===== src/common/sdmc_pkg.sv =====
// Constants shared by the stall detector switch decoder and countdown block
//============================================================================
// What this block does
// - Integrate clear opens all eight routing switches
// - Integrate set closes the tabled switch pair
// - Underflow enable gates underflow flag onto interrupt
// - Without reload mode, count down, halt at zero
// - Reload mode reloads latest reload value at zero
// - Read select picks live count or reload
// - Prescale bit picks divide by 64 or 512
// - New prescale takes effect at next load
// - Force-load bit copies reload now if the counter was already enabled, reads zero
// - Counter disabled holds count at all ones
// - Overflow enable gates overflow flag onto interrupt
// - Underflow flag set at zero, write-one clears
// - Accumulator overflow sets flag, write-one clears
// - Writing zero to count sets no flag
// - With counter enabled and no reload mode, count write loads both
//============================================================================
package sdmc_pkg;

	// Register offsets (byte addresses)
	localparam logic [2:0] OFS_HOME_CTL  = 3'h0;
	localparam logic [2:0] OFS_COUNT_CTL = 3'h1;
	localparam logic [2:0] OFS_STALL_CTL = 3'h2;
	localparam logic [2:0] OFS_FLAGS     = 3'h3;
	localparam logic [2:0] OFS_COUNT_HI  = 3'h4;
	localparam logic [2:0] OFS_COUNT_LO  = 3'h5;
	localparam logic [2:0] OFS_ACC_HI    = 3'h6;
	localparam logic [2:0] OFS_ACC_LO    = 3'h7;

	// Return-home control fields
	localparam int HC_INTEGRATE = 7;
	localparam int HC_DRIVE     = 6;
	localparam int HC_NODE_SWAP = 4;
	localparam int HC_MOTOR_SEL = 2;
	localparam int HC_STEP_LSB  = 0;
	localparam logic [7:0] HC_WMASK = 8'hf7;

	// Countdown control fields
	localparam int CC_UF_IRQ_EN   = 7;
	localparam int CC_RELOAD_MODE = 6;
	localparam int CC_READ_RELOAD = 5;
	localparam int CC_PRESCALE    = 4;
	localparam int CC_FORCE       = 3;
	localparam int CC_COUNTER_EN  = 2;
	localparam int CC_AO_IRQ_EN   = 0;
	localparam logic [7:0] CC_WMASK = 8'hf5;

	// Stall control fields
	localparam int SC_RETURN_HOME = 7;
	localparam logic [7:0] SC_WMASK = 8'he3;

	// Flag positions (same layout as the enables in countdown control)
	localparam int FL_UNDERFLOW = 7;
	localparam int FL_ACC_OVF   = 0;

	// Reset values
	localparam logic [7:0]  CTL_RESET    = 8'h00;
	localparam logic [15:0] COUNT_PRESET = 16'hffff;
	localparam logic [15:0] RELOAD_RESET = 16'h0000;

	// Prescale division rates
	localparam int DIV_FAST = 64;
	localparam int DIV_SLOW = 512;

endpackage


===== src/rtl/sdmc_top.sv =====
// Stall detector switch routing, coil drive selection and countdown timer
//
// Local design decisions: the register addresses and the address-and-strobe port.
`timescale 1ns/10ps
`default_nettype none

module sdmc_top
#(
	parameter int DIV_FAST = sdmc_pkg::DIV_FAST,
	parameter int DIV_SLOW = sdmc_pkg::DIV_SLOW
)
(
	input  wire logic        I_CORE_CLK,
	input  wire logic        I_RST,
	input  wire logic        I_CE,
	input  wire logic [2:0]  I_ADDR,
	input  wire logic [7:0]  I_WDATA,
	input  wire logic        I_WR,
	input  wire logic        I_RD,
	input  wire logic        I_ACC_OVF,
	input  wire logic [15:0] I_ACC_VALUE,
	output logic      [7:0]  O_RDATA,
	output logic             O_IRQ,
	output logic      [7:0]  O_SWITCH,
	output logic             O_SINE_POS,
	output logic             O_SINE_NEG,
	output logic             O_COSINE_POS,
	output logic             O_COSINE_NEG,
	output logic             O_MOTOR_SEL,
	output logic             O_RETURN_HOME_EN
);

	//========================================================================
	// Elaboration checks
	localparam int PRE_W = $clog2(DIV_SLOW);

	if (DIV_FAST < 2 || DIV_SLOW < DIV_FAST)
	begin : g_bad_div
		$error("Prescale divisors must satisfy 2 <= fast <= slow");
	end

	//========================================================================
	// Functions

	// Switch pattern, bit 0 is switch 1
	function automatic logic [7:0] sw_decode(
		input logic       integ,
		input logic [1:0] step,
		input logic       swap
	);
		logic [7:0] pat;
		pat = 8'h00;
		if (integ)
		begin
			case (step)
				2'h0: pat = swap ? 8'h60 : 8'h90;
				2'h1: pat = swap ? 8'h09 : 8'h06;
				2'h2: pat = swap ? 8'h90 : 8'h60;
				2'h3: pat = swap ? 8'h06 : 8'h09;
				default: pat = 8'h00;
			endcase
		end
		return pat;
	endfunction

	// Byte of a 16-bit word, high when hi is set
	function automatic logic [7:0] byte_of(
		input logic [15:0] w,
		input logic        hi
	);
		return hi ? w[15:8] : w[7:0];
	endfunction

	//========================================================================
	// State
	logic [7:0]       home_ctl_q;   // Return-home control
	logic [7:0]       count_ctl_q;  // Countdown control
	logic [7:0]       stall_ctl_q;  // Stall control
	logic             uf_flag_q;    // Underflow flag
	logic             ao_flag_q;    // Accumulator overflow flag
	logic [15:0]      count_q;      // Live count
	logic [15:0]      reload_q;     // Reload value
	logic [7:0]       hi_hold_q;    // High byte waiting for low byte
	logic [PRE_W-1:0] pre_cnt_q;    // Prescale cycle counter
	logic             pre_slow_q;   // Active prescale selection

	//========================================================================
	// Bus decode
	wire wr_home   = I_WR && (I_ADDR == sdmc_pkg::OFS_HOME_CTL);
	wire wr_cctl   = I_WR && (I_ADDR == sdmc_pkg::OFS_COUNT_CTL);
	wire wr_stall  = I_WR && (I_ADDR == sdmc_pkg::OFS_STALL_CTL);
	wire wr_flags  = I_WR && (I_ADDR == sdmc_pkg::OFS_FLAGS);
	wire wr_cnt_hi = I_WR && (I_ADDR == sdmc_pkg::OFS_COUNT_HI);
	wire wr_cnt_lo = I_WR && (I_ADDR == sdmc_pkg::OFS_COUNT_LO);

	// Control byte as it stands after this cycle's write
	wire [7:0] cctl_new = wr_cctl ? (I_WDATA & sdmc_pkg::CC_WMASK)
	                              : count_ctl_q;

	// Written 16-bit count word, committed on the low byte
	wire [15:0] cnt_word = {hi_hold_q, I_WDATA};

	// Control fields
	wire counter_en  = count_ctl_q[sdmc_pkg::CC_COUNTER_EN];
	wire reload_mode = count_ctl_q[sdmc_pkg::CC_RELOAD_MODE];
	wire read_reload_sel = count_ctl_q[sdmc_pkg::CC_READ_RELOAD];
	wire force_reload = wr_cctl && I_WDATA[sdmc_pkg::CC_FORCE];

	//========================================================================
	// Prescaler tick
	wire [PRE_W-1:0] div_last = pre_slow_q ? PRE_W'(DIV_SLOW - 1)
	                                       : PRE_W'(DIV_FAST - 1);
	wire tick = (pre_cnt_q == div_last);

	//========================================================================
	// Counter next state
	logic [15:0] count_d;
	logic [15:0] reload_d;
	logic        load_evt;   // Reload value moved into count
	logic        uf_set;     // Counter reached zero by counting

	always_comb
	begin
		count_d  = count_q;
		reload_d = reload_q;
		load_evt = 1'b0;
		uf_set   = 1'b0;
		// Count writes always update the reload value
		if (wr_cnt_lo)
		begin
			reload_d = cnt_word;
		end
		if (!counter_en)
		begin
			count_d = sdmc_pkg::COUNT_PRESET;
		end
		else if (force_reload)
		begin
			count_d  = reload_q;
			load_evt = 1'b1;
		end
		else if (wr_cnt_lo && !reload_mode)
		begin
			count_d  = cnt_word;
			load_evt = 1'b1;
		end
		else if (tick && count_q != 16'h0000)
		begin
			if (count_q == 16'h0001)
			begin
				uf_set = 1'b1;
				if (reload_mode)
				begin
					count_d  = reload_q;
					load_evt = 1'b1;
				end
				else
				begin
					count_d = 16'h0000;
				end
			end
			else
			begin
				count_d = count_q - 16'h0001;
			end
		end
	end

	// Flags: a set in the same cycle as a clear wins
	wire uf_d = uf_set || (uf_flag_q && !(wr_flags &&
	            I_WDATA[sdmc_pkg::FL_UNDERFLOW]));
	wire ao_d = I_ACC_OVF || (ao_flag_q && !(wr_flags &&
	            I_WDATA[sdmc_pkg::FL_ACC_OVF]));

	// Interrupt request from the post-update flags and enables
	wire irq_d = (uf_d && cctl_new[sdmc_pkg::CC_UF_IRQ_EN])
	          || (ao_d && cctl_new[sdmc_pkg::CC_AO_IRQ_EN]);

	//========================================================================
	// Read data selection
	wire [15:0] count_view = read_reload_sel ? reload_q : count_q;
	wire [7:0] flags_view = {uf_flag_q, 6'h00, ao_flag_q};
	logic [7:0] rdata_d;

	always_comb
	begin
		case (I_ADDR)
			sdmc_pkg::OFS_HOME_CTL:  rdata_d = home_ctl_q;
			sdmc_pkg::OFS_COUNT_CTL: rdata_d = count_ctl_q; // force bit is 0
			sdmc_pkg::OFS_STALL_CTL: rdata_d = stall_ctl_q;
			sdmc_pkg::OFS_FLAGS:     rdata_d = flags_view;
			sdmc_pkg::OFS_COUNT_HI:  rdata_d = byte_of(count_view, 1'b1);
			sdmc_pkg::OFS_COUNT_LO:  rdata_d = byte_of(count_view, 1'b0);
			sdmc_pkg::OFS_ACC_HI:    rdata_d = byte_of(I_ACC_VALUE, 1'b1);
			sdmc_pkg::OFS_ACC_LO:    rdata_d = byte_of(I_ACC_VALUE, 1'b0);
			default:                 rdata_d = 8'h00;
		endcase
	end

	//========================================================================
	// Output decode
	wire [1:0] step = home_ctl_q[sdmc_pkg::HC_STEP_LSB +: 2];
	wire [7:0] sw_d = sw_decode(home_ctl_q[sdmc_pkg::HC_INTEGRATE], step,
	                            home_ctl_q[sdmc_pkg::HC_NODE_SWAP]);
	wire drive = home_ctl_q[sdmc_pkg::HC_DRIVE]
	          && stall_ctl_q[sdmc_pkg::SC_RETURN_HOME];

	//========================================================================
	// Registers: control and flags
	always_ff @(posedge I_CORE_CLK)
	begin
		if (I_RST)
		begin
			home_ctl_q  <= sdmc_pkg::CTL_RESET;
			count_ctl_q <= sdmc_pkg::CTL_RESET;
			stall_ctl_q <= sdmc_pkg::CTL_RESET;
			uf_flag_q   <= 1'b0;
			ao_flag_q   <= 1'b0;
			hi_hold_q   <= 8'h00;
		end
		else if (I_CE)
		begin
			if (wr_home)
				home_ctl_q <= I_WDATA & sdmc_pkg::HC_WMASK;
			count_ctl_q <= cctl_new;
			if (wr_stall)
				stall_ctl_q <= I_WDATA & sdmc_pkg::SC_WMASK;
			uf_flag_q <= uf_d;
			ao_flag_q <= ao_d;
			if (wr_cnt_hi)
				hi_hold_q <= I_WDATA;
		end
	end

	//========================================================================
	// Registers: counter and prescaler
	always_ff @(posedge I_CORE_CLK)
	begin
		if (I_RST)
		begin
			count_q    <= sdmc_pkg::COUNT_PRESET;
			reload_q   <= sdmc_pkg::RELOAD_RESET;
			pre_cnt_q  <= '0;
			pre_slow_q <= 1'b0;
		end
		else if (I_CE)
		begin
			count_q  <= count_d;
			reload_q <= reload_d;
			// Restart the prescaler when idle or on every load
			if (!counter_en || load_evt || tick)
				pre_cnt_q <= '0;
			else
				pre_cnt_q <= pre_cnt_q + PRE_W'(1);
			if (load_evt)
				pre_slow_q <= cctl_new[sdmc_pkg::CC_PRESCALE];
		end
	end

	//========================================================================
	// Registered outputs
	always_ff @(posedge I_CORE_CLK)
	begin
		if (I_RST)
		begin
			O_RDATA          <= 8'h00;
			O_IRQ            <= 1'b0;
			O_SWITCH         <= 8'h00;
			O_SINE_POS       <= 1'b0;
			O_SINE_NEG       <= 1'b0;
			O_COSINE_POS     <= 1'b0;
			O_COSINE_NEG     <= 1'b0;
			O_MOTOR_SEL      <= 1'b0;
			O_RETURN_HOME_EN <= 1'b0;
		end
		else if (I_CE)
		begin
			// Read data stands only in the cycle after the strobe
			O_RDATA          <= I_RD ? rdata_d : 8'h00;
			O_IRQ            <= irq_d;
			O_SWITCH         <= sw_d;
			O_SINE_POS       <= drive && (step == 2'h0);
			O_SINE_NEG       <= drive && (step == 2'h2);
			O_COSINE_POS     <= drive && (step == 2'h1);
			O_COSINE_NEG     <= drive && (step == 2'h3);
			O_MOTOR_SEL      <= home_ctl_q[sdmc_pkg::HC_MOTOR_SEL];
			O_RETURN_HOME_EN <= stall_ctl_q[sdmc_pkg::SC_RETURN_HOME];
		end
	end

endmodule

`default_nettype wire


===== config.mk =====
export PLATFORM = sky130hd
export DESIGN_NAME = sdmc_top
export DESIGN_NICKNAME = d
export VERILOG_FILES = /design/src/common/sdmc_pkg.sv /design/src/rtl/sdmc_top.sv
export SDC_FILE = /design/constraint.sdc
export NUM_CORES = 1
export LEC_CHECK = 0
export BUFFER_PORTS_ARGS = -buffer_cell sky130_fd_sc_hd__clkbuf_2
export CAP_MARGIN = 20
export CORE_ASPECT_RATIO = 1.75
export CORE_MARGIN = 2
export CORE_UTILIZATION = 53
export CTS_CLUSTER_SIZE = 40
export DETAILED_ROUTE_END_ITERATION = 7
export PLACE_DENSITY = 0.72
export SYNTH_ARGS = -nofsm -noshare
export SYNTH_HDL_FRONTEND = slang
export SYNTH_SLANG_ARGS = --single-unit

===== constraint.sdc =====
create_clock -name I_CORE_CLK -period 2.76 [get_ports I_CORE_CLK]
set_input_delay 0.276 -clock I_CORE_CLK [delete_from_list [all_inputs] [get_ports I_CORE_CLK]]
set_output_delay 0.276 -clock I_CORE_CLK [all_outputs]
set_load 0.005 [all_outputs]

# Yosys cells after proc, flatten, opt, wreduce, memory -nomap -nowiden
# Index checks and enable logic that the tools add are counted.
[totals]
ff_bits = 93
in_bits = 33
output_inout_bits = 23
word_cells = 103
[classes]
add_sub_neg = 2
n_eq_ne = 13
mux = 29
n_reduce_logical = 39
[ops]
columns = ["op", "count"]
rows = [
  ["16-bit 2-to-1 mux", 7],
  ["8-bit case mux with 8 select lines", 1],
  ["8-bit 2-to-1 mux", 5],
  ["8-bit case mux with 4 select lines", 1],
  ["1-bit logical AND", 20],
  ["9-bit 2-to-1 mux", 2],
  ["16-bit by 1-bit == test with 1-bit output, second input constant", 1],
  ["16-bit nonzero test", 1],
  ["16-bit by 1-bit subtractor with 16-bit output, second input constant", 1],
  ["2-bit AND reduction", 7],
  ["3-bit == test, second input constant", 4],
  ["1-bit 2-to-1 mux", 11],
  ["9-bit by 1-bit adder with 9-bit output, second input constant", 1],
  ["9-bit == test", 1],
  ["4-bit 2-to-1 mux", 2],
  ["3-bit by 2-bit == test with 1-bit output, second input constant", 2],
  ["1-bit logical OR", 5],
  ["2-bit == test, second input constant", 2],
  ["1-bit logical NOT", 4],
  ["4-bit by 1-bit inequality test with 1-bit output, second input constant", 1],
  ["3-bit by 1-bit == test with 1-bit output, second input constant", 1],
  ["3-bit logical NOT", 1],
  ["2-bit by 1-bit == test with 1-bit output, second input constant", 1],
  ["2-bit logical NOT", 1],
]

# Logic depth before layout (Yosys ltp)
# Gate-level depths: netlist (run 1).
[logic_depth]
word_depth = 10
depth_mapped = 9

# Least setup slack after synthesis (run 1)
# Ideal clock, no wire load.
[synth_path]
path_type = "flip-flop to flip-flop"
startpoint = "reg pre_slow_q"
endpoint = "reg pre_slow_q"
arrival_ns = 1.979
setup_slack_ns = 0.654
path_stages_with_launch = 7
cell_sequence = "dfxtp_1 or4_1 a211oi_2 or4b_1 a21oi_2 mux2i_1 nor2_1"
[synth_between]
elab_chain_cells = 8
[synth_rtl]
columns = ["item", "line", "text"]
rows = [
  ["from (decl)", "sdmc_top.sv:85", "logic pre_slow_q;"],
  ["from (signal assigned)", "sdmc_top.sv:256", "pre_slow_q <= cctl_new[sdmc_pkg::CC_PRESCALE];"],
  ["9-bit 2-to-1 mux", "sdmc_top.sv:111", "wire [PRE_W-1:0] div_last = pre_slow_q ? PRE_W'(DIV_SLOW - 1)"],
  ["9-bit == test", "sdmc_top.sv:113", "wire tick = (pre_cnt_q == div_last);"],
  ["1-bit logical AND", "sdmc_top.sv:147", "else if (tick && count_q != 16'h0000)"],
  ["1-bit 2-to-1 mux", "sdmc_top.sv:147", ""],
  ["1-bit 2-to-1 mux", "sdmc_top.sv:142", "else if (wr_cnt_lo && !reload_mode)"],
  ["1-bit 2-to-1 mux", "sdmc_top.sv:137", "else if (force_reload)"],
  ["1-bit 2-to-1 mux", "sdmc_top.sv:133", "if (!counter_en)"],
  ["2-bit AND reduction (no source line)", "-", ""],
]
# No other way between the ends.
# A chain may end at the register's enable or synchronous reset.

# Final worst setup path (run 1)
[layout_path]
startpoint = "reg count_q[5]"
endpoint = "reg count_q[10]"
[layout_between]
elab_chain_cells = 6
elab_cells_between_ends = 11
classes_between = "add/sub: 1; eq/ne: 2; mux: 5; reduce/logical: 3"
[layout_rtl]
columns = ["item", "line", "text"]
rows = [
  ["from (decl)", "sdmc_top.sv:81", "logic [15:0] count_q;"],
  ["from (signal assigned)", "sdmc_top.sv:241", "count_q <= sdmc_pkg::COUNT_PRESET;"],
  ["from (signal assigned)", "sdmc_top.sv:248", "count_q <= count_d;"],
  ["16-bit by 1-bit subtractor with 16-bit output / 16-bit by 1-bit == test with 1-bit output (equally long branches)", "sdmc_top.sv:164, sdmc_top.sv:149", ""],
  ["16-bit 2-to-1 mux", "sdmc_top.sv:149", "if (count_q == 16'h0001)"],
  ["16-bit 2-to-1 mux", "sdmc_top.sv:147", ""],
  ["16-bit 2-to-1 mux", "sdmc_top.sv:142", ""],
  ["16-bit 2-to-1 mux", "sdmc_top.sv:137", ""],
  ["16-bit 2-to-1 mux", "sdmc_top.sv:133", ""],
]
# Parallel ways exist; a longest one is shown, timed or not. The select of a mux whose other input is x is not followed.

==> results.md, run 1 <==
* Placer Congestion at 0.933
* Slew Limit Fails at 0
* Hold Fails Final Rpt at 0
* Total congestion overflow at 0
* Leakage Power at 2.01 nW
* Power Dens Cells at approximately 520 mW/mm^2
* Die X at 75.9 um
* Final setup TNS at 0 ns
* Top cell type's share of synthesized area at 0.372
* Core footprint at 0.00873 mm^2
* Startpoint types: flip-flop
* Hold Crit Start: I_ACC_OVF
* Max clock buf depth at 2
* FMAX at 411 MHz
* Fin crit period at 2.43 ns
* Post-Syn Area at between 0.004 and 0.005 mm^2
* Final WL at about 15 mm
* Count leader, synth: nand2_1
* Post-DP HPWL at 11.4 mm
* Arr. time, crit path at 2.71 ns
* Syn avg cell area at 7.70 um^2
* Leading area contributor after synthesis: dfxtp_1
* Count of cell types in the netlist at 65
* Layout cells sized above 1 at 0.164
* R2R Setup Slk at 0.33 ns
* Root Buffer: clkbuf_16
* Asr flop ratio synth at 0
* Yosys warnings at 0
* R2R Path End: count_q[10]$_SDFFE_PP1P_
* Antenna cells at 0
* Total GRT Usage at 0.325
* Full die area at 0.00985 mm^2
* Clock latency on the worst-skew pair at 0.35 ns
* Setup Buffers After CTS at 0
* IO Pins at between 50 and 60
* Initial antenna violation count at 0
* Power, Total at 0.00283 W
* Simple-gate portion of the synthesized area at 0.240
* Run status: completed
* H-Tree Depth at 3
* Starting Density at 0.549
* Drt drc at 0
* Tightest Hold Check Type: input port to flip-flop
* Number of global-route vias before repair at 4,740
* VDD IR max at between 0.3 and 0.4 mV
* Adder-cell area share of the yosys netlist at 0.00783
* DR vias/cell at 6.38
* FF-to-FF path depth at 6
* Post-synth EDFFs at 0
* First-pass GRT wire length at 24.0 mm
* Hold buffers post-CTS at 0
* Worst-Margin Slew at around 0.65 ns
* WL/cell at 19.8 um
* Synth-to-Final Area Change at 13.5%
* Max-slew headroom at 0.569
* Routed Antenna Nets at 0
* Reg clk slew, reported paths at 0.07 ns
* Synth top area cells: dfxtp_1 (37%), nand2_1 (8.4%), a21oi_1 (7.3%), mux2i_1 (5.0%), nor2_1 (4.3%)
* Multi-input logic area at 0.00275 mm^2
* Dominant synthesized flop cell: dfxtp_1
* Crit path capture type: flip-flop
* MaxCap Viol Count at 0
* Port bufs at 55
* Clock skew at around 0.006 ns
* DIE HEIGHT at 130 um
* Commonest cells post-synth: nand2_1 (107), dfxtp_1 (89), a21oi_1 (70)
* Clock sinks at between 80 and 90
* Main combinational cell family by area after synthesis: simple AND/OR/NAND/NOR gates
* CTS Buf Count at 9
* Post-synthesis mux area share at 0.0666
* RSZ-0062 raised after global routing: false
* Register Area at 0.00178 mm^2
* Crit Path Category: flip-flop to flip-flop
* Worst EP required at 3.04 ns
* Final period util at 0.882
* Register area share after synthesis at 0.372
* Rows at 45
* Complex-gate fraction of the synthesized area at 0.231
* Worst-path maximum fanout at 13
* DR vias at 4,935
* Synth Instances at 622
* Synth Register Bits at 89
* Final number of setup-violating endpoints at 0
* Hold path cells at 3
* CTS-repair resized insts at 0
* XOR/XNOR Fraction of Synth Area at 0.0274
* CTS tree: done
* RR Startpoint: count_q[5]$_SDFFE_PP1P_
* Largest net degree at the start of global routing at between 60 and 70
* Final net count at 688
* Endpoint, Worst Hold: ao_flag_q$_SDFFE_PP0P_
* 1st-pass router iterations at 7
* # fillers at 819
* Syn Nets at roughly 660
* Initial detailed-routing violation count at approximately 470
## state kept, by name, indices dropped and copies added, names as in the netlist, 4 cells and up
signal / count
count_q: 16
reload_q: 16
pre_cnt_q: 9
O_RDATA: 8
hi_hold_q: 8
home_ctl_q: 7
count_ctl_q: 6
stall_ctl_q: 5
O_SWITCH: 4
## cells in the final DEF, fill, tap and decap left out, types with 4 or more instances in the layout
master and count:
nand2b_1 6, xnor2_1 9, and2_1 5, a31oi_1 13
clkbuf_16 9, nand2_1 107, clkbuf_2 55, and3_1 4
a32oi_1 4, nor3_1 11, xor2_1 6, nor2_1 55
o221ai_1 10, mux2i_1 24, nand3_1 21, o211ai_1 4
o21ai_0 31, buf_4 18, nand4_1 12, dfxtp_1 89
inv_1 9, a22oi_1 6, a21oi_1 70, nor2b_1 6
## worst max-delay path, stage by stage, from the launching register on
cell and delay [ns]:
dfxtp_1 0.39, nor3_1 0.49, nand4_2 0.32, o21ai_2 0.58, a2111oi_0 0.22, a22o_1 0.24
a31oi_1 0.12
## stage by stage
stage / worst slack [ns] / util / hold WS, ns / std cells / cell area (um^2)
final: 0.326 / 0.623 / 0.208 / 774 / 5440
after global routing: 0.133 / 0.623 / 0.228 / 774 / 5440
after CTS: 0.356 / 0.623 / 0.206 / 774 / 5440
after detailed placement: 0.393 / 0.588 / 0.450 / 758 / 5130
after global placement: 0.497 / 0.588 / 0.445 / 758 / 5130
after floorplan: 0.654 / - / 0.412 / 622 / 4790
## report_power, final
group          switching (W)  internal (W)
sequential         0.0000130       0.00130
clock               0.000561      0.000723
combinational       0.000150     0.0000815
total               0.000725       0.00210
## layer usage
metal | GRT usage | up-vias | share of wire
li1 | - | 2289 | -
met1 | 0.348 | 2318 | 0.36
met2 | 0.565 | 257 | 0.52
met3 | 0.0664 | 71 | 0.063
met4 | 0.195 | 0 | 0.063
met5 | 0 | - | 0
## final cells by class
class                      instances  area share
clock buffer                       9      0.0414
timing repair buffer              73      0.0754
sequential                        89       0.328
multi-input combinational        469       0.506
clock inverter                     7      0.0159
tap                              117      0.0269
inverter                          10     0.00690
## how the worst max path moves through the flow
| stage | from | to | depth (start not counted) |
|---|---|---|---|
| 3_5_place_dp | count_q[5]$_SDFFE_PP1P_ | count_q[10]$_SDFFE_PP1P_ | 6 |
| 4_1_cts | count_q[5]$_SDFFE_PP1P_ | count_q[10]$_SDFFE_PP1P_ | 6 |
| 2_1_floorplan | pre_slow_q$_SDFFE_PP0P_ | pre_slow_q$_SDFFE_PP0P_ | 6 |
| 6_report | count_q[5]$_SDFFE_PP1P_ | count_q[10]$_SDFFE_PP1P_ | 6 |
| 5_1_grt | count_q[5]$_SDFFE_PP1P_ | count_q[10]$_SDFFE_PP1P_ | 6 |
| 3_3_place_gp | count_q[5]$_SDFFE_PP1P_ | count_q[10]$_SDFFE_PP1P_ | 6 |
## cells by family after synthesis
family / after synthesis
flip-flops: 89
XOR/XNOR: 15
adder cells (fa/ha/maj): 3
multiplexers: 28
buffers and inverters: 64
AO/OA/AOI/OAI: 174
AND/OR/NAND/NOR: 249
(Power assumes the default switching activity.)
==> run 2: changes to the inputs <==
BUFFER_PORTS_ARGS = -buffer_cell sky130_fd_sc_hd__buf_4   (was -buffer_cell sky130_fd_sc_hd__clkbuf_2)
SKIP_CTS_REPAIR_TIMING = 1   (was not set)
==> run 2 against run 1 <==
Flip-flop and latch count is the same. Clock power is essentially flat. Design area grew 1.7%. Hold slack lost 0.025 ns. Highest routed layer unchanged. Largest power group unchanged. Power grew 0.61%. Non-clock buffer count shrank 6. Count of clock-buffer cells in the layout grew 1. Maximum frequency grew 4.2%. Sequential share of layout area shrank 0.55 points. First-iteration DRC count shrank 5.6%. Setup slack gained 0.098 ns. Die area is the same.
==> results.md, run 2 (synthesis results as in run 1) <==
* Run status: completed
* Cell Chain, Critical Path: or4_1 > a211oi_2 > nand2b_1 > o211a_1 > buf_4 > nand2_1 > o22a_1
* 1st-pass router iterations at 6 (-1)
* Antenna cells at 0 (unchanged)
* CP Buf/Inv Count at 1 (+1)
* Clock power share at 0.456 (+0.002)
* Clock skew at 0.0105 ns (+0.00447 ns)
* RSZ-0062 raised after global routing: false
* RR Startpoint: pre_slow_q$_SDFFE_PP0P_
* Drt drc at 0 (unchanged)
* Initial detailed-routing violation count at 442 (-5.6%)
* Number of stages on the worst setup path at 7 (+1)
* DR vias at 4,842 (-1.9%)
* IO Pins at 56 (unchanged)
* Post-placement cell count at 752 (-0.79%)
* Final period util at 0.846 (-0.0355)
* Root Buffer: clkbuf_16
* Total congestion overflow at 0 (unchanged)
* Routed Antenna Nets at 0 (unchanged)
* Pre-CTS setup slack at 0.460 ns (+0.0668 ns)
* Slew Limit Fails at 0 (unchanged)
* Register Area at 0.00178 mm^2 (unchanged)
* Layout cells sized above 1 at 0.157 (-0.00770)
* Worst EP required at 3.00 ns (-0.04 ns)
* Leakage Power at 2.02 nW (+0.56%)
* Count of non-filler cells in the finished layout at 768 (-0.78%)
* Reg clk slew, reported paths at 0.07 ns (about the same)
* # fillers at 784 (-4.3%)
* Total GRT Usage at 0.323 (-0.00230)
* First-pass GRT wire length at 23.7 mm (-1.3%)
* Starting Density at 0.549 (unchanged)
* Clock latency on the worst-skew pair at 0.35 ns (about the same)
* Tightest Hold Check Type: input port to flip-flop
* Worst stage delay on the critical path at 0.54 ns (-0.04 ns)
* WL/cell at 19.6 um (-0.90%)
* Most common cell after layout, fill and taps aside: nand2_1
* CP Capture Point: count_q[9]$_SDFFE_PP1P_
* Fin crit period at 2.34 ns (-0.0981 ns)
* Hold Fails Final Rpt at 0 (unchanged)
* Combinational Power Share at 0.084 (+0.002)
* Core footprint at 0.00873 mm^2 (unchanged)
* R2R Path End: count_q[9]$_SDFFE_PP1P_
* MaxCap Viol Count at 0 (unchanged)
* Power Dens Cells at 514 mW/mm^2 (-1.1%)
* Placer Congestion at 0.998 (+7.0%)
* DIE HEIGHT at 130 um (unchanged)
* Final setup TNS at 0 ns (unchanged)
* Rows at 45 (unchanged)
* Reg power frac at 0.461 (-0.003)
* Port bufs at 55 (unchanged)
* Post-DP HPWL at 11.0 mm (-3.2%)
* Full die area at 0.00985 mm^2 (unchanged)
* Initial antenna violation count at 0 (unchanged)
* FMAX at 428 MHz (+4.2%)
* Largest net degree at the start of global routing at 71 (+9.2%)
* Final number of setup-violating endpoints at 0 (unchanged)
* Largest registers: count_q (16), reload_q (16), pre_cnt_q (9)
* Net Sw Frac at 0.252 (-0.00468)
* Multi-input logic area at 0.00275 mm^2 (unchanged)
* Worst-Margin Slew at 0.737 ns (+0.0905 ns)
* Max-slew headroom at 0.509 (-0.0603)
* Synth-to-Final Area Change at 15.5%
* CP top delay family: compound AO/OA/AOI/OAI gates
* Crit Path Category: flip-flop to flip-flop
* R2R Setup Slk at 0.42 ns (+0.10 ns)
* Max clock buf depth at 2 (unchanged)
* Power, Total at 0.00284 W (+0.61%)
* Worst-path maximum fanout at 12 (-1)
* Die X at 75.9 um (unchanged)
* Most frequent cells in the layout: nand2_1 (107), dfxtp_1 (89), a21oi_1 (70)
* Final WL at 15.1 mm (-1.7%)
* DR vias/cell at 6.30 (-1.1%)
* VDD IR max at 0.346 mV (+1.6%)
* Final net count at 682 (-0.87%)
* CTS Buf Count at 9 (unchanged)
* Worst path slowest cell: or4_1
* CTS tree: done
* FF-to-FF path depth at 7 (+1)
* Switching pwr at 0.000716 W (-1.2%)
* Arr. time, crit path at 2.58 ns (-0.13 ns)
* H-Tree Depth at 3 (unchanged)
* Startpoint types: flip-flop
* Internal power at 0.00213 W (+1.2%)
* Crit path capture type: flip-flop
* Number of global-route vias before repair at 4,623 (-2.5%)
* Crit path from: pre_slow_q$_SDFFE_PP0P_
* Clock sinks at 89 (unchanged)
* Setup WS post-layout at 0.424 ns (+0.0981 ns)
run 2: layer usage:
layer / share of wire / vias up / global-route usage
met1: 0.37 / 2254 / 0.353
li1: - / 2270 / -
met5: 0 / - / 0
met3: 0.064 / 74 / 0.0587
met4: 0.072 / 0 / 0.234
met2: 0.50 / 244 / 0.539
run 2: cell type report:
class                   instances  area share
clock inverters                 6      0.0131
inverters                      10     0.00678
well taps                     117      0.0265
repair buffers                 67      0.0909
flip-flops and latches         89       0.322
clock buffers                  10      0.0432
multi-input cells             469       0.498
run 2: worst register-to-register path: stages, from the launching register on:
cell and delay [ns]:
dfxtp_1 0.33, or4_1 0.54, a211oi_2 0.35, nand2b_1 0.17
o211a_1 0.34, buf_4 0.27, nand2_1 0.08, o22a_1 0.15
run 2: through the flow:
step	cell area, um^2	util	hold WS, ns
2_1_floorplan	4790	-	0.412
3_3_place_gp	5220	0.598	0.443
3_5_place_dp	5220	0.598	0.455
4_1_cts	5530	0.634	0.191
5_1_grt	5530	0.634	0.215
6_report	5530	0.634	0.184
run 2: worst min-delay path by stage:
stage          cells after the start  slack [ns]                          end                         from
2_1_floorplan                      2        0.41     reload_q[3]$_SDFFE_PP0P_                   I_WDATA[3]
3_3_place_gp                       2        0.44  count_ctl_q[0]$_SDFFE_PP0P_  count_ctl_q[0]$_SDFFE_PP0P_
3_5_place_dp                       2        0.45      O_RDATA[0]$_SDFFE_PP0P_      O_RDATA[0]$_SDFFE_PP0P_
4_1_cts                            3        0.19       ao_flag_q$_SDFFE_PP0P_                    I_ACC_OVF
5_1_grt                            3        0.21       ao_flag_q$_SDFFE_PP0P_                    I_ACC_OVF
6_report                           3        0.18       ao_flag_q$_SDFFE_PP0P_                    I_ACC_OVF
run 2: power groups by stage:
stage,logic [W],registers [W],clock network (W)
2_1_floorplan,0.000141,0.00133,0
4_1_cts,0.000235,0.00131,0.00130
6_report,0.000238,0.00131,0.00130
3_3_place_gp,0.000231,0.00134,0
3_5_place_dp,0.000234,0.00134,0
5_1_grt,0.000257,0.00131,0.00134
==> run 3: changes to the inputs <==
ABC_AREA = 1   (was not set)
PLACE_DENSITY = 0.71   (was 0.72)
clock period = 2.3 ns   (was 2.76 ns; I/O delays follow)
==> run 3 against run 2 <==
Wire length up 13%. Critical endpoint is now count_q[2]$_SDFFE_PP1P_. Largest cell class unchanged. First-iteration DRC count up 2.3%. Die area up 3.8%. Clock skew down 0.0017 ns. Power up 27%. Area after synthesis up 3.9%. Hold slack worse by 0.00074 ns. Register-to-register slack worse by 0.21 ns. Maximum frequency up 12%.
==> results.md, run 3 <==
* Synth-to-Final Area Change at 15.8%
* Commonest cells post-synth: nand2_1 (229), a21oi_1 (98), dfxtp_1 (89)
* Clock skew at 0.00886 ns (-0.00165 ns)
* Reg clk slew, reported paths at 0.07 ns (about the same)
* Leakage Power at 2.56 nW (+26%)
* Worst-Margin Slew at 0.656 ns (-0.0809 ns)
* Number of global-route vias before repair at 5,196 (+12%)
* Yosys warnings at 0 (unchanged)
* Post-synth EDFFs at 0 (unchanged)
* Count of cell types in the netlist at 39 (-40%)
* Post-DP HPWL at 12.8 mm (+16%)
* Placer Congestion at 1.10 (+10%)
* Largest net degree at the start of global routing at 48 (-32%)
* Met1 GRT Util at 0.371 (+0.0177)
* Final period util at 0.909 (+0.0624)
* Root Buffer: clkbuf_16
* VDD IR max at 0.502 mV (+45%)
* Dominant synthesized flop cell: dfxtp_1
* Register area share after synthesis at 0.358 (-0.0140)
* Die X at 77.3 um (+1.8%)
* Synth top area cells: dfxtp_1 (36%), nand2_1 (17%), a21oi_1 (9.8%), nor2_1 (6.6%), o21ai_0 (6.5%)
* DR vias/cell at 5.69 (-9.8%)
* Startpoint types: flip-flop
* H-Tree Depth at 3 (unchanged)
* Clock sinks at 89 (unchanged)
* Full die area at 0.0102 mm^2 (+3.8%)
* CTS tree: done
* Total GRT Usage at 0.337 (+0.0136)
* Layout cells sized above 1 at 0.114 (-0.0423)
* Final setup TNS at 0 ns (unchanged)
* CTS Buf Count at 9 (unchanged)
* DR vias at 5,452 (+13%)
* Hold Fails Final Rpt at 0 (unchanged)
* Max clock buf depth at 2 (unchanged)
* Most common cell after layout, fill and taps aside: nand2_1
* Rows at 46 (+2.2%)
* Count leader, synth: nand2_1
* Synth Instances at 795 (+28%)
* DIE HEIGHT at 132 um (+1.9%)
* Worst EP required at 2.54 ns (-0.46 ns)
* Top cell type's share of synthesized area at 0.358 (-0.0140)
* Syn avg cell area at 6.26 um^2 (-19%)
* Routed Antenna Nets at 0 (unchanged)
* Run status: completed
* Grt met3 use at 0.0466 (-0.0121)
* Gr busiest metal: met2
* Core footprint at 0.00909 mm^2 (+4.2%)
* Hold Worst Slack at 0.183 ns (-0.000741 ns)
* Leading area contributor after synthesis: dfxtp_1
* RSZ-0062 raised after global routing: false
* Synth Register Bits at 89 (unchanged)
* Starting Density at 0.548 (-0.00150)
* Slew Limit Fails at 0 (unchanged)
* Crit Path Category: flip-flop to flip-flop
* Port bufs at 55 (unchanged)
* Most frequent cells in the layout: nand2_1 (229), a21oi_1 (98), dfxtp_1 (89)
* Asr flop ratio synth at 0 (unchanged)
* First-pass GRT wire length at 26.7 mm (+13%)
* Tightest Hold Check Type: input port to flip-flop
* MaxCap Viol Count at 0 (unchanged)
* Max-slew headroom at 0.562 (+0.0534)
* Final net count at 871 (+28%)
* Final WL at 17.0 mm (+13%)
* Total congestion overflow at 0 (unchanged)
* # fillers at 900 (+15%)
* Crit path capture type: flip-flop
* Initial antenna violation count at 0 (unchanged)
* Post-Syn Area at 0.00498 mm^2 (+3.9%)
* Clock latency on the worst-skew pair at 0.35 ns (about the same)
* Worst-path maximum fanout at 14 (+2)
* WL/cell at 17.7 um (-9.7%)
* Final number of setup-violating endpoints at 0 (unchanged)
* Antenna cells at 0 (unchanged)
* Initial detailed-routing violation count at 452 (+2.3%)
* Fin crit period at 2.09 ns (-0.246 ns)
* Drt drc at 0 (unchanged)
* Arr. time, crit path at 2.33 ns (-0.25 ns)
* Power Dens Cells at 628 mW/mm^2 (+22%)
* Met2 Use GR at 0.586 (+0.0475)
* Syn Nets at 831 (+26%)
* Power, Total at 0.00362 W (+27%)
* Count of non-filler cells in the finished layout at 959 (+25%)
* Largest registers: count_q (16), reload_q (16), pre_cnt_q (9)
* FMAX at 478 MHz (+12%)
* Post-placement cell count at 944 (+26%)
* IO Pins at 56 (unchanged)
* 1st-pass router iterations at 5 (-1)
[run 3: cell count changes in the layout (fill, tap and decap cells not counted), sizes merged, moves of 23 or more]
| cell | change |
|---|---|
| o21ai | +33 |
| inv | +65 |
| nand2 | +128 |
| nor2 | +36 |
| mux2i | -23 |
| nand3 | +34 |
| a21oi | +27 |
[run 3: final cells by class]
type	instances	area, um^2	area share
repair buffers	64	480	0.0834
multi-input cells	593	2740	0.475
inverters	78	297	0.0514
flip-flops and latches	89	1780	0.309
clock buffers	9	225	0.0391
well taps	120	150	0.0260
clock inverters	6	91.3	0.0158
[run 3: stage by stage]
step | setup WS, ns | utilization | instance area, um^2
after floorplan | 0.592 | - | 4980
after global placement | 0.270 | 0.599 | 5440
after detailed placement | 0.221 | 0.599 | 5440
after CTS | 0.202 | 0.633 | 5760
after global routing | 0.0148 | 0.634 | 5760
final | 0.210 | 0.634 | 5760
[run 3: worst paths after layout]
| kind | startpoint | endpoint | slack (ns) | depth (start not counted) |
|---|---|---|---|---|
| worst min-delay path | I_WDATA[1] | stall_ctl_q[1]$_SDFFE_PP0P_ | 0.18 | 3 |
| worst max-delay path | count_q[8]$_SDFFE_PP1P_ | count_q[2]$_SDFFE_PP1P_ | 0.21 | 10 |
| worst max register to register | count_q[8]$_SDFFE_PP1P_ | count_q[2]$_SDFFE_PP1P_ | 0.21 | 10 |
| worst min register to register | O_RDATA[3]$_SDFFE_PP0P_ | O_RDATA[3]$_SDFFE_PP0P_ | 0.47 | 2 |
[run 3: worst max-delay path, stage by stage, from the launching register on]
cell	delay (ns)
dfxtp_1	0.35
nor2_1	0.21
nand2_1	0.12
nor2_2	0.18
nand2_1	0.35
a21oi_1	0.39
nand2_1	0.08
nand3_1	0.07
nand2_1	0.11
nand2_1	0.07
nand2_1	0.04
[run 3: where the power goes]
part / leakage [nW] / switching [W] / internal, W / total [W]
registers: 0.724 / 0.0000457 / 0.00159 / 0.00163
clock network: 0.149 / 0.000630 / 0.000951 / 0.00158
logic: 1.69 / 0.000265 / 0.000144 / 0.000409
[run 3: per-layer routing]
layer / vias to the layer above / wire (um)
li1: 2643 / -
met1: 2473 / 6100
met2: 260 / 8730
met3: 76 / 986
met4: 0 / 1170
met5: - / 0
[run 3: cells by family after synthesis]
group | count (synthesis) | share of synthesized area
flops | 89 | 0.358
buf+inv | 113 | 0.0932
fa+ha+maj | 3 | 0.00754
mux | 1 | 0.00201
xor+xnor | 12 | 0.0211
compound gates | 173 | 0.179
simple gates | 404 | 0.339
